**src/design/pffl_pkg.sv**
```systemverilog
// constants for the flash program status flag block
//
// Overview of operation
// a failed program sets the program fail flag, status bit 4
// program attempt on a protected region also sets the program fail flag
// program fail flag clears only by clear status command or reset
// standby is entered only while the program fail flag is clear
// write buffer abort stops the buffer at once, sets both flags
// next good program or clear status command clears buffer abort
// crc with ending below starting plus one aborts, readies, sets abort
// host treats crc result as undefined after an aborted calculation
// host should give an ending address above the starting address
// program fail flag reads zero after success, one after failure
// buffer abort flag reads one after buffer or crc abort, else zero
// status marked not valid during reset, deep power-down exit, cs reset
// host reads status after each program or crc and checks both flags
`default_nettype none
package pffl_pkg;
  localparam int DATA_W = 32;
  localparam int ADDR_W = 5;
  localparam int EVT_W = 4;
  // register byte offsets
  localparam logic [4:0] OFF_STATUS = 5'h00;
  localparam logic [4:0] OFF_CTRL = 5'h04;
  localparam logic [4:0] OFF_EVT = 5'h08;
  localparam logic [4:0] OFF_MASK = 5'h0C;
  localparam logic [4:0] OFF_SADDR = 5'h10;
  localparam logic [4:0] OFF_EADDR = 5'h14;
  // status register fields
  localparam int STAT_PRG_BIT = 4;
  localparam int STAT_ABT_BIT = 3;
  // control register fields
  localparam int CTRL_CLR_BIT = 0;
  localparam int CTRL_SRST_BIT = 1;
  localparam int CTRL_CRC_BIT = 2;
  localparam int CTRL_STBY_BIT = 3;
  // event status fields
  localparam int EVT_PRG_BIT = 0;
  localparam int EVT_ABT_BIT = 1;
  localparam int EVT_CRC_BIT = 2;
  localparam int EVT_STBY_BIT = 3;
  // reset values
  localparam logic FLAG_RST = 1'b0;
  localparam logic [3:0] MASK_RST = 4'h0;
  localparam logic [31:0] ADDR_RST = 32'h00000000;
  typedef enum logic {PFFL_BUS_IDLE = 1'b0, PFFL_BUS_DONE = 1'b1} pffl_bus_t;
endpackage
`default_nettype wire

```
**src/design/pffl_flag_if.sv**
```systemverilog
// carrier between the top and the flag core
`default_nettype none
interface pffl_flag_if;
  logic fail_set;
  logic abort_set;
  logic prog_ok;
  logic clear;
  logic program_fail_flag;
  logic buffer_abort_flag;
  modport core (input fail_set, abort_set, prog_ok, clear,
    output program_fail_flag, buffer_abort_flag);
  modport ctl (output fail_set, abort_set, prog_ok, clear,
    input program_fail_flag, buffer_abort_flag);
endinterface
`default_nettype wire

```
**src/design/pffl_crc_check.sv**
```systemverilog
// crc address range check and launch
`default_nettype none
module pffl_crc_check (
  // clock and reset
  input wire logic clk_sys,
  input wire logic reset_n,
  // request
  input wire logic start,
  input wire logic [31:0] starting_address,
  input wire logic [31:0] ending_address,
  // result pulses
  output logic go,
  output logic abort
);
  logic next_go;
  logic next_abort;
  logic bad_range;

  ////////////////////////////////////////////////////////////////////////
  always_comb
  begin
    // widened sum so the top address cannot wrap to a false pass
    bad_range = {1'b0, ending_address} <
      ({1'b0, starting_address} + 33'h000000001);
    next_abort = start && bad_range;
    next_go = start && !bad_range;
  end

  always_ff @(posedge clk_sys)
  begin
    if (!reset_n)
    begin
      go <= 1'b0;
      abort <= 1'b0;
    end
    else
    begin
      go <= next_go;
      abort <= next_abort;
    end
  end
endmodule
`default_nettype wire

```
**src/design/pffl_flag_core.sv**
```systemverilog
// program fail and buffer abort flags
`default_nettype none
module pffl_flag_core (
  // clock and reset
  input wire logic clk_sys,
  input wire logic reset_n,
  // flag events
  pffl_flag_if.core fl
);
  logic program_fail_flag;
  logic buffer_abort_flag;
  logic next_program_fail_flag;
  logic next_buffer_abort_flag;

  ////////////////////////////////////////////////////////////////////////
  always_comb
  begin
    // set beats clear so a same-cycle failure is never lost
    next_program_fail_flag = program_fail_flag;
    if (fl.clear)
      next_program_fail_flag = 1'b0;
    if (fl.fail_set)
      next_program_fail_flag = 1'b1;
    next_buffer_abort_flag = buffer_abort_flag;
    if (fl.clear || fl.prog_ok)
      next_buffer_abort_flag = 1'b0;
    if (fl.abort_set)
      next_buffer_abort_flag = 1'b1;
  end

  always_ff @(posedge clk_sys)
  begin
    if (!reset_n)
    begin
      program_fail_flag <= pffl_pkg::FLAG_RST;
      buffer_abort_flag <= pffl_pkg::FLAG_RST;
    end
    else
    begin
      program_fail_flag <= next_program_fail_flag;
      buffer_abort_flag <= next_buffer_abort_flag;
    end
  end

  assign fl.program_fail_flag = program_fail_flag;
  assign fl.buffer_abort_flag = buffer_abort_flag;
endmodule
`default_nettype wire

```
**src/design/pffl_top.sv**
```systemverilog
// flash program status flags with avalon register slave
//
// Decided for this implementation: the address map and the Avalon-MM register port.
`default_nettype none
module pffl_top (
  // clock and reset
  input wire logic clk_sys,
  input wire logic reset_n,
  // avalon-mm slave
  input wire logic [4:0] avs_address,
  input wire logic avs_read,
  input wire logic avs_write,
  input wire logic [31:0] avs_writedata,
  output logic [31:0] avs_readdata,
  output logic avs_waitrequest,
  // program engine
  input wire logic prog_end,
  input wire logic prog_failed,
  input wire logic prog_protected,
  input wire logic wrbuf_active,
  input wire logic wrbuf_abort_cond,
  output logic wrbuf_stop,
  // crc engine
  input wire logic crc_done,
  output logic crc_start,
  output logic crc_ready,
  // power and reset events
  input wire logic cs_reset,
  input wire logic dpd_exit,
  output logic standby_enter,
  output logic status_valid,
  // interrupt
  output logic irq
);
  pffl_flag_if fl ();

  pffl_pkg::pffl_bus_t bus_state;
  pffl_pkg::pffl_bus_t next_bus_state;
  logic next_waitrequest;
  logic [31:0] next_readdata;
  logic [31:0] starting_address;
  logic [31:0] ending_address;
  logic [31:0] next_starting_address;
  logic [31:0] next_ending_address;
  logic [3:0] evt_status;
  logic [3:0] evt_mask;
  logic [3:0] next_evt_status;
  logic [3:0] next_evt_mask;
  logic [3:0] evt_set;
  logic standby_request;
  logic next_standby_request;
  logic next_standby_enter;
  logic next_status_valid;
  logic next_irq;
  logic next_wrbuf_stop;
  logic next_crc_ready;
  logic [7:0] status_byte;
  logic take;
  logic wr_ctrl;
  logic wr_evt;
  logic wr_mask;
  logic wr_saddr;
  logic wr_eaddr;
  logic clear_status_command;
  logic soft_reset;
  logic crc_req;
  logic crc_go;
  logic crc_abort;
  logic buf_abort;

  ////////////////////////////////////////////////////////////////////////
  // submodules

  pffl_flag_core u_flags (
    .clk_sys(clk_sys),
    .reset_n(reset_n),
    .fl(fl.core)
  );

  pffl_crc_check u_crc (
    .clk_sys(clk_sys),
    .reset_n(reset_n),
    .start(crc_req),
    .starting_address(starting_address),
    .ending_address(ending_address),
    .go(crc_go),
    .abort(crc_abort)
  );

  ////////////////////////////////////////////////////////////////////////
  // write decode, effective at the edge that sees waitrequest low

  always_comb
  begin
    take = (bus_state == pffl_pkg::PFFL_BUS_DONE) && avs_write;
    wr_ctrl = 1'b0;
    wr_evt = 1'b0;
    wr_mask = 1'b0;
    wr_saddr = 1'b0;
    wr_eaddr = 1'b0;
    if (!take)
      wr_ctrl = 1'b0;
    else if (avs_address == pffl_pkg::OFF_CTRL)
      wr_ctrl = 1'b1;
    else if (avs_address == pffl_pkg::OFF_EVT)
      wr_evt = 1'b1;
    else if (avs_address == pffl_pkg::OFF_MASK)
      wr_mask = 1'b1;
    else if (avs_address == pffl_pkg::OFF_SADDR)
      wr_saddr = 1'b1;
    else if (avs_address == pffl_pkg::OFF_EADDR)
      wr_eaddr = 1'b1;
    clear_status_command = wr_ctrl && avs_writedata[pffl_pkg::CTRL_CLR_BIT];
    soft_reset = wr_ctrl && avs_writedata[pffl_pkg::CTRL_SRST_BIT];
    crc_req = wr_ctrl && avs_writedata[pffl_pkg::CTRL_CRC_BIT];
  end

  ////////////////////////////////////////////////////////////////////////
  // flag events into the core

  always_comb
  begin
    // abort counts only while a buffer program is running
    buf_abort = wrbuf_active && wrbuf_abort_cond;
    fl.fail_set = (prog_end && prog_failed) || prog_protected
      || buf_abort;
    fl.abort_set = buf_abort || crc_abort;
    fl.prog_ok = prog_end && !prog_failed && !prog_protected;
    // cs signalling reset acts as a hardware reset of the flags
    fl.clear = clear_status_command || soft_reset || cs_reset;
  end

  ////////////////////////////////////////////////////////////////////////
  // status byte, only bits 4 and 3 live here

  always_comb
  begin
    status_byte = 8'h00;
    status_byte[pffl_pkg::STAT_PRG_BIT] = fl.program_fail_flag;
    status_byte[pffl_pkg::STAT_ABT_BIT] = fl.buffer_abort_flag;
  end

  ////////////////////////////////////////////////////////////////////////
  // engine controls, standby, validity

  always_comb
  begin
    next_wrbuf_stop = buf_abort;
    next_crc_ready = crc_ready;
    if (crc_done)
      next_crc_ready = 1'b1;
    if (crc_go)
      next_crc_ready = 1'b0;
    if (crc_abort)
      next_crc_ready = 1'b1;
    next_standby_request = standby_request;
    if (wr_ctrl)
      next_standby_request = avs_writedata[pffl_pkg::CTRL_STBY_BIT];
    if (soft_reset || cs_reset)
      next_standby_request = 1'b0;
    // a pending failure holds the part awake until cleared
    next_standby_enter = standby_request && !fl.program_fail_flag;
    next_status_valid = !(cs_reset || dpd_exit);
  end

  always_ff @(posedge clk_sys)
  begin
    if (!reset_n)
    begin
      wrbuf_stop <= 1'b0;
      crc_start <= 1'b0;
      crc_ready <= 1'b1;
      standby_request <= 1'b0;
      standby_enter <= 1'b0;
      status_valid <= 1'b0;
    end
    else
    begin
      wrbuf_stop <= next_wrbuf_stop;
      crc_start <= crc_go;
      crc_ready <= next_crc_ready;
      standby_request <= next_standby_request;
      standby_enter <= next_standby_enter;
      status_valid <= next_status_valid;
    end
  end

  ////////////////////////////////////////////////////////////////////////
  // event status, mask, interrupt

  always_comb
  begin
    evt_set = 4'h0;
    evt_set[pffl_pkg::EVT_PRG_BIT] = fl.fail_set;
    evt_set[pffl_pkg::EVT_ABT_BIT] = buf_abort;
    evt_set[pffl_pkg::EVT_CRC_BIT] = crc_abort;
    evt_set[pffl_pkg::EVT_STBY_BIT] = next_standby_enter && !standby_enter;
    next_evt_status = evt_status;
    if (wr_evt)
      next_evt_status = evt_status & ~avs_writedata[3:0];
    // set wins over a write-one-to-clear in the same cycle
    next_evt_status = next_evt_status | evt_set;
    next_evt_mask = wr_mask ? avs_writedata[3:0] : evt_mask;
    next_irq = |(next_evt_status & next_evt_mask);
  end

  always_ff @(posedge clk_sys)
  begin
    if (!reset_n)
    begin
      evt_status <= 4'h0;
      evt_mask <= pffl_pkg::MASK_RST;
      irq <= 1'b0;
    end
    else
    begin
      evt_status <= next_evt_status;
      evt_mask <= next_evt_mask;
      irq <= next_irq;
    end
  end

  ////////////////////////////////////////////////////////////////////////
  // crc address registers

  always_comb
  begin
    next_starting_address = wr_saddr ? avs_writedata : starting_address;
    next_ending_address = wr_eaddr ? avs_writedata : ending_address;
  end

  always_ff @(posedge clk_sys)
  begin
    if (!reset_n)
    begin
      starting_address <= pffl_pkg::ADDR_RST;
      ending_address <= pffl_pkg::ADDR_RST;
    end
    else
    begin
      starting_address <= next_starting_address;
      ending_address <= next_ending_address;
    end
  end

  ////////////////////////////////////////////////////////////////////////
  // bus handshake: one wait cycle, then a single answer cycle

  always_comb
  begin
    next_bus_state = bus_state;
    next_waitrequest = 1'b1;
    next_readdata = avs_readdata;
    case (bus_state)
      pffl_pkg::PFFL_BUS_IDLE:
      begin
        if (avs_read || avs_write)
        begin
          next_bus_state = pffl_pkg::PFFL_BUS_DONE;
          next_waitrequest = 1'b0;
          next_readdata = 32'h00000000;
          if (!avs_read)
            next_readdata = 32'h00000000;
          else if (avs_address == pffl_pkg::OFF_STATUS)
            next_readdata = {24'h000000, status_byte};
          else if (avs_address == pffl_pkg::OFF_CTRL)
            next_readdata = {28'h0000000, standby_request, 3'h0};
          else if (avs_address == pffl_pkg::OFF_EVT)
            next_readdata = {28'h0000000, evt_status};
          else if (avs_address == pffl_pkg::OFF_MASK)
            next_readdata = {28'h0000000, evt_mask};
          else if (avs_address == pffl_pkg::OFF_SADDR)
            next_readdata = starting_address;
          else if (avs_address == pffl_pkg::OFF_EADDR)
            next_readdata = ending_address;
        end
      end
      pffl_pkg::PFFL_BUS_DONE:
      begin
        next_bus_state = pffl_pkg::PFFL_BUS_IDLE;
        next_waitrequest = 1'b1;
      end
      default:
      begin
        next_bus_state = pffl_pkg::PFFL_BUS_IDLE;
      end
    endcase
  end

  always_ff @(posedge clk_sys)
  begin
    if (!reset_n)
    begin
      bus_state <= pffl_pkg::PFFL_BUS_IDLE;
      avs_waitrequest <= 1'b1;
      avs_readdata <= 32'h00000000;
    end
    else
    begin
      bus_state <= next_bus_state;
      avs_waitrequest <= next_waitrequest;
      avs_readdata <= next_readdata;
    end
  end
endmodule
`default_nettype wire

```
**config.mk**
```make
export PLATFORM = sky130hd
export DESIGN_NAME = pffl_top
export DESIGN_NICKNAME = d
export VERILOG_FILES = /design/src/design/pffl_pkg.sv /design/src/design/pffl_flag_if.sv /design/src/design/pffl_crc_check.sv /design/src/design/pffl_flag_core.sv /design/src/design/pffl_top.sv
export SDC_FILE = /design/constraint.sdc
export NUM_CORES = 1
export LEC_CHECK = 0
export BUFFER_PORTS_ARGS = -buffer_cell sky130_fd_sc_hd__buf_4
export CELL_PAD_IN_SITES_DETAIL_PLACEMENT = 0
export CELL_PAD_IN_SITES_GLOBAL_PLACEMENT = 1
export CORE_MARGIN = 2
export CORE_UTILIZATION = 43
export CTS_CLUSTER_DIAMETER = 120
export CTS_CLUSTER_SIZE = 25
export DETAILED_ROUTE_END_ITERATION = 8
export HOLD_SLACK_MARGIN = 0.06
export PLACE_DENSITY_LB_ADDON = 0.1
export SETUP_SLACK_MARGIN = 0.05
export SYNTH_ARGS = -nofsm -noshare
export SYNTH_HDL_FRONTEND = slang
export SYNTH_HIERARCHICAL = 1
export SYNTH_SLANG_ARGS = --single-unit
```
**constraint.sdc**
```tcl
create_clock -name clk_sys -period 3.7 [get_ports clk_sys]
set_input_delay 0.74 -clock clk_sys [delete_from_list [all_inputs] [get_ports clk_sys]]
set_output_delay 0.74 -clock clk_sys [all_outputs]
set_load 0.02 [all_outputs]
```
==> impl_metrics.yaml <==
sta:
  worst_slew_pin_slew_ps: 889
  skew_ps: 7.54
  timing.slew.headroom_pct: 40.7
  report.final.slew_viol_count: 0
  rsz0062_at_grt: "false"
  post-route-min-period_ps: 3080
  hold_violations: 0
  setup_violations: 0
  period_share_pct: 83.3
  finalSetupTns_ps: 0
  clock.fmax_mhz: 324
placed_design:
  dp_hpwl_um: 11300
  portBuffers: 87
  place_congestion: 0.898
synth:
  ys_async_sr_fraction_pct: 0
  synthCells: 698
  syn_area_per_cell_um2: 8.43
  synth_seq_area_share_pct: 39.8
  synth_edf_count: 0
  netlist_area_um2: 5890
  yosysWarnings: 6
  ys.flop_type: "dfxtp_1"
  synth_nets: 779
  synth.distinct_cells: 63
  ys_seq_elements: 117
cells_and_area:
  final_common_cell: "nand2_1"
  drive_above_1_share_pct: 19.4
  register_area_um2: 2340
  diodes: 0
  nets: 860
  fill_cells: 1220
  multi_input_area_um2: 3380
  layout_common_cells: "156 x nand2_1, 117 x dfxtp_1, 100 x buf_4"
  area_growth_pct: 23.7
critical_path:
  worstPathMaxFanout: 8
  arrival_ps: 3450
  critPathLaunch: "starting_address[0]"
  start_kind: "register"
  cp-end-kind: "register"
  reg2reg_from: "starting_address[0]"
  required_ps: 4070
  worstSetupPathType: "reg -> reg"
routing:
  dr.pass1.iters: 5
  totalWireLength_um: 16000
  vias: 5330
  ant_nets: 0
  viasPerCell: 5.51
  wl_per_cell_um: 16.5
  drtIter0Drc: 318
  drc: 0
floorplanning:
  start_util_pct: 44.3
  core_um2: 13300
  io_pins: 88
  die_h_um: 121
  dieArea_um2: 14600
  die_x_um: 121
  std_cell_rows: 42
run_status:
  status: "finished, final reports clean"
grt:
  grt_overflow: 0
  grt_antenna_before_repair: 0
  grt_pass1_vias: 5117
  grt.total_usage_pct: 22.6
  grt_pass1_wl_um: 26100
  grt_start_max_net_pins: 52
power:
  leakagePower_nw: 2.84
  peakVddDrop_uv: 295
  p_total_w: 0.00302
  powerDensity_nw_per_um2: 414
cts:
  cts_tree: "built"
  cts_max_path_buffers: 2
  postCtsResizedCells: 0
  htree_levels: 4
  clk_pin_slew_worst_paths_ps: 60
  root_buffer: "clkbuf_16"
  cts_hold_buf: 0
  clock_sinks: 117
  clock_latency_ps: 420
  postCtsSetupRepairBufs: 0
  cts-buffers-inserted: 17
flow_run:
  cap_violations: 0
worst_hold_path:
  hold_class: "in -> reg"
  hp-start: "dpd_exit"
==> layer usage <==
metal / vias to the layer above / wire, µm / track usage [%]
li1: 2640 / - / -
met1: 2525 / 7530 / 30.0
met2: 142 / 7430 / 36.1
met3: 23 / 768 / 5.12
met4: 0 / 264 / 8.07
met5: - / 0 / 0
==> registers in the layout (all words and copies together), names as in the netlist, 4 cells and up <==
register          flops
evt_status            4
ending_address       32
evt_mask              4
avs_readdata         32
starting_address     32
==> path summary, 6_finish.rpt <==
kind	cells past startpoint	slack [ps]	endpoint
max	13	620	u_crc/abort
min	2	470	status_valid
max reg2reg	13	620	u_crc/abort
min reg2reg	2	480	ending_address[30]
==> report_power, final <==
part	internal, W	leakage [nW]	total (W)	switching [W]
clock	0.000981	0.271	0.00158	0.000597
sequential	0.00127	0.944	0.00127	0.00000632
combinational	0.0000678	1.63	0.000163	0.0000950
==> logic make-up after synthesis <==
logic type,synth area share (%)
adders and majority gates,6.80
DFF,39.8
and+or+nand+nor,22.6
muxes,5.46
AOI/OAI and AO/OA,17.9
xor gates and xnor gates,4.46
buffers and inverters,3.02
==> final cells by class <==
class,instances,area share [%]
inverters,6,0.309
clock buffers,18,5.89
well taps,176,3.02
repair buffers,100,10.3
flip-flops and latches,117,32.2
multi-input cells,537,46.4
clock inverters,14,1.89
==> cells in the mapped netlist (all sizes together), types with 2 or more instances <==
cell,n,area share (%)
inv,6,0.38
nor3b,3,0.47
buf,10,0.83
o21a,3,0.38
o21ai,8,0.74
o2111ai,2,0.30
nand4,8,0.85
a211oi,4,0.51
or3,2,0.21
o21bai,2,0.25
ha,32,6.8
nand3,20,1.8
clkbuf,28,1.8
o22ai,3,0.32
a2111oi,3,0.77
xnor2,8,1.2
nor2,49,3.3
a22o,3,0.45
xor2,22,3.3
a21o,2,0.25
nor4b,2,0.30
o41a,2,0.38
a221oi,2,0.30
o211ai,3,0.38
and3,9,1.3
nor2b,4,0.55
a2bb2oi,28,4.2
and2,5,0.60
or4b,2,0.34
a21oi,84,7.1
nand2b,2,0.21
nand2,158,10
and4,9,1.4
nor3,5,0.43
dfxtp,117,40
a22oi,8,1.0
mux2i,31,5.3
==> stage by stage <==
stage | instance area, µm² | instances | util, % | worst slack [ps] | hold WS, ps
2_1_floorplan | 5890 | 698 | - | 1010 | 420
3_3_place_gp | 6710 | 936 | 50.5 | 711 | 466
6_report | 7280 | 968 | 54.8 | 618 | 472
3_5_place_dp | 6710 | 936 | 50.5 | 629 | 471
4_1_cts | 7280 | 968 | 54.8 | 605 | 456
5_1_grt | 7280 | 968 | 54.8 | 327 | 468
==> critical path, stage by stage (launching register included) <==
cell and delay, ps:
dfxtp_1 410, ha_1 220, and3_4 210, and4_1 400, and3_4 270, nand4_1 110
xor2_1 170, ha_1 310, a21oi_1 150, o21ai_0 110, a211oi_1 220, a21oi_1 120
o21ai_2 170, nor2b_4 140
Power figures use the tool's default switching activity.
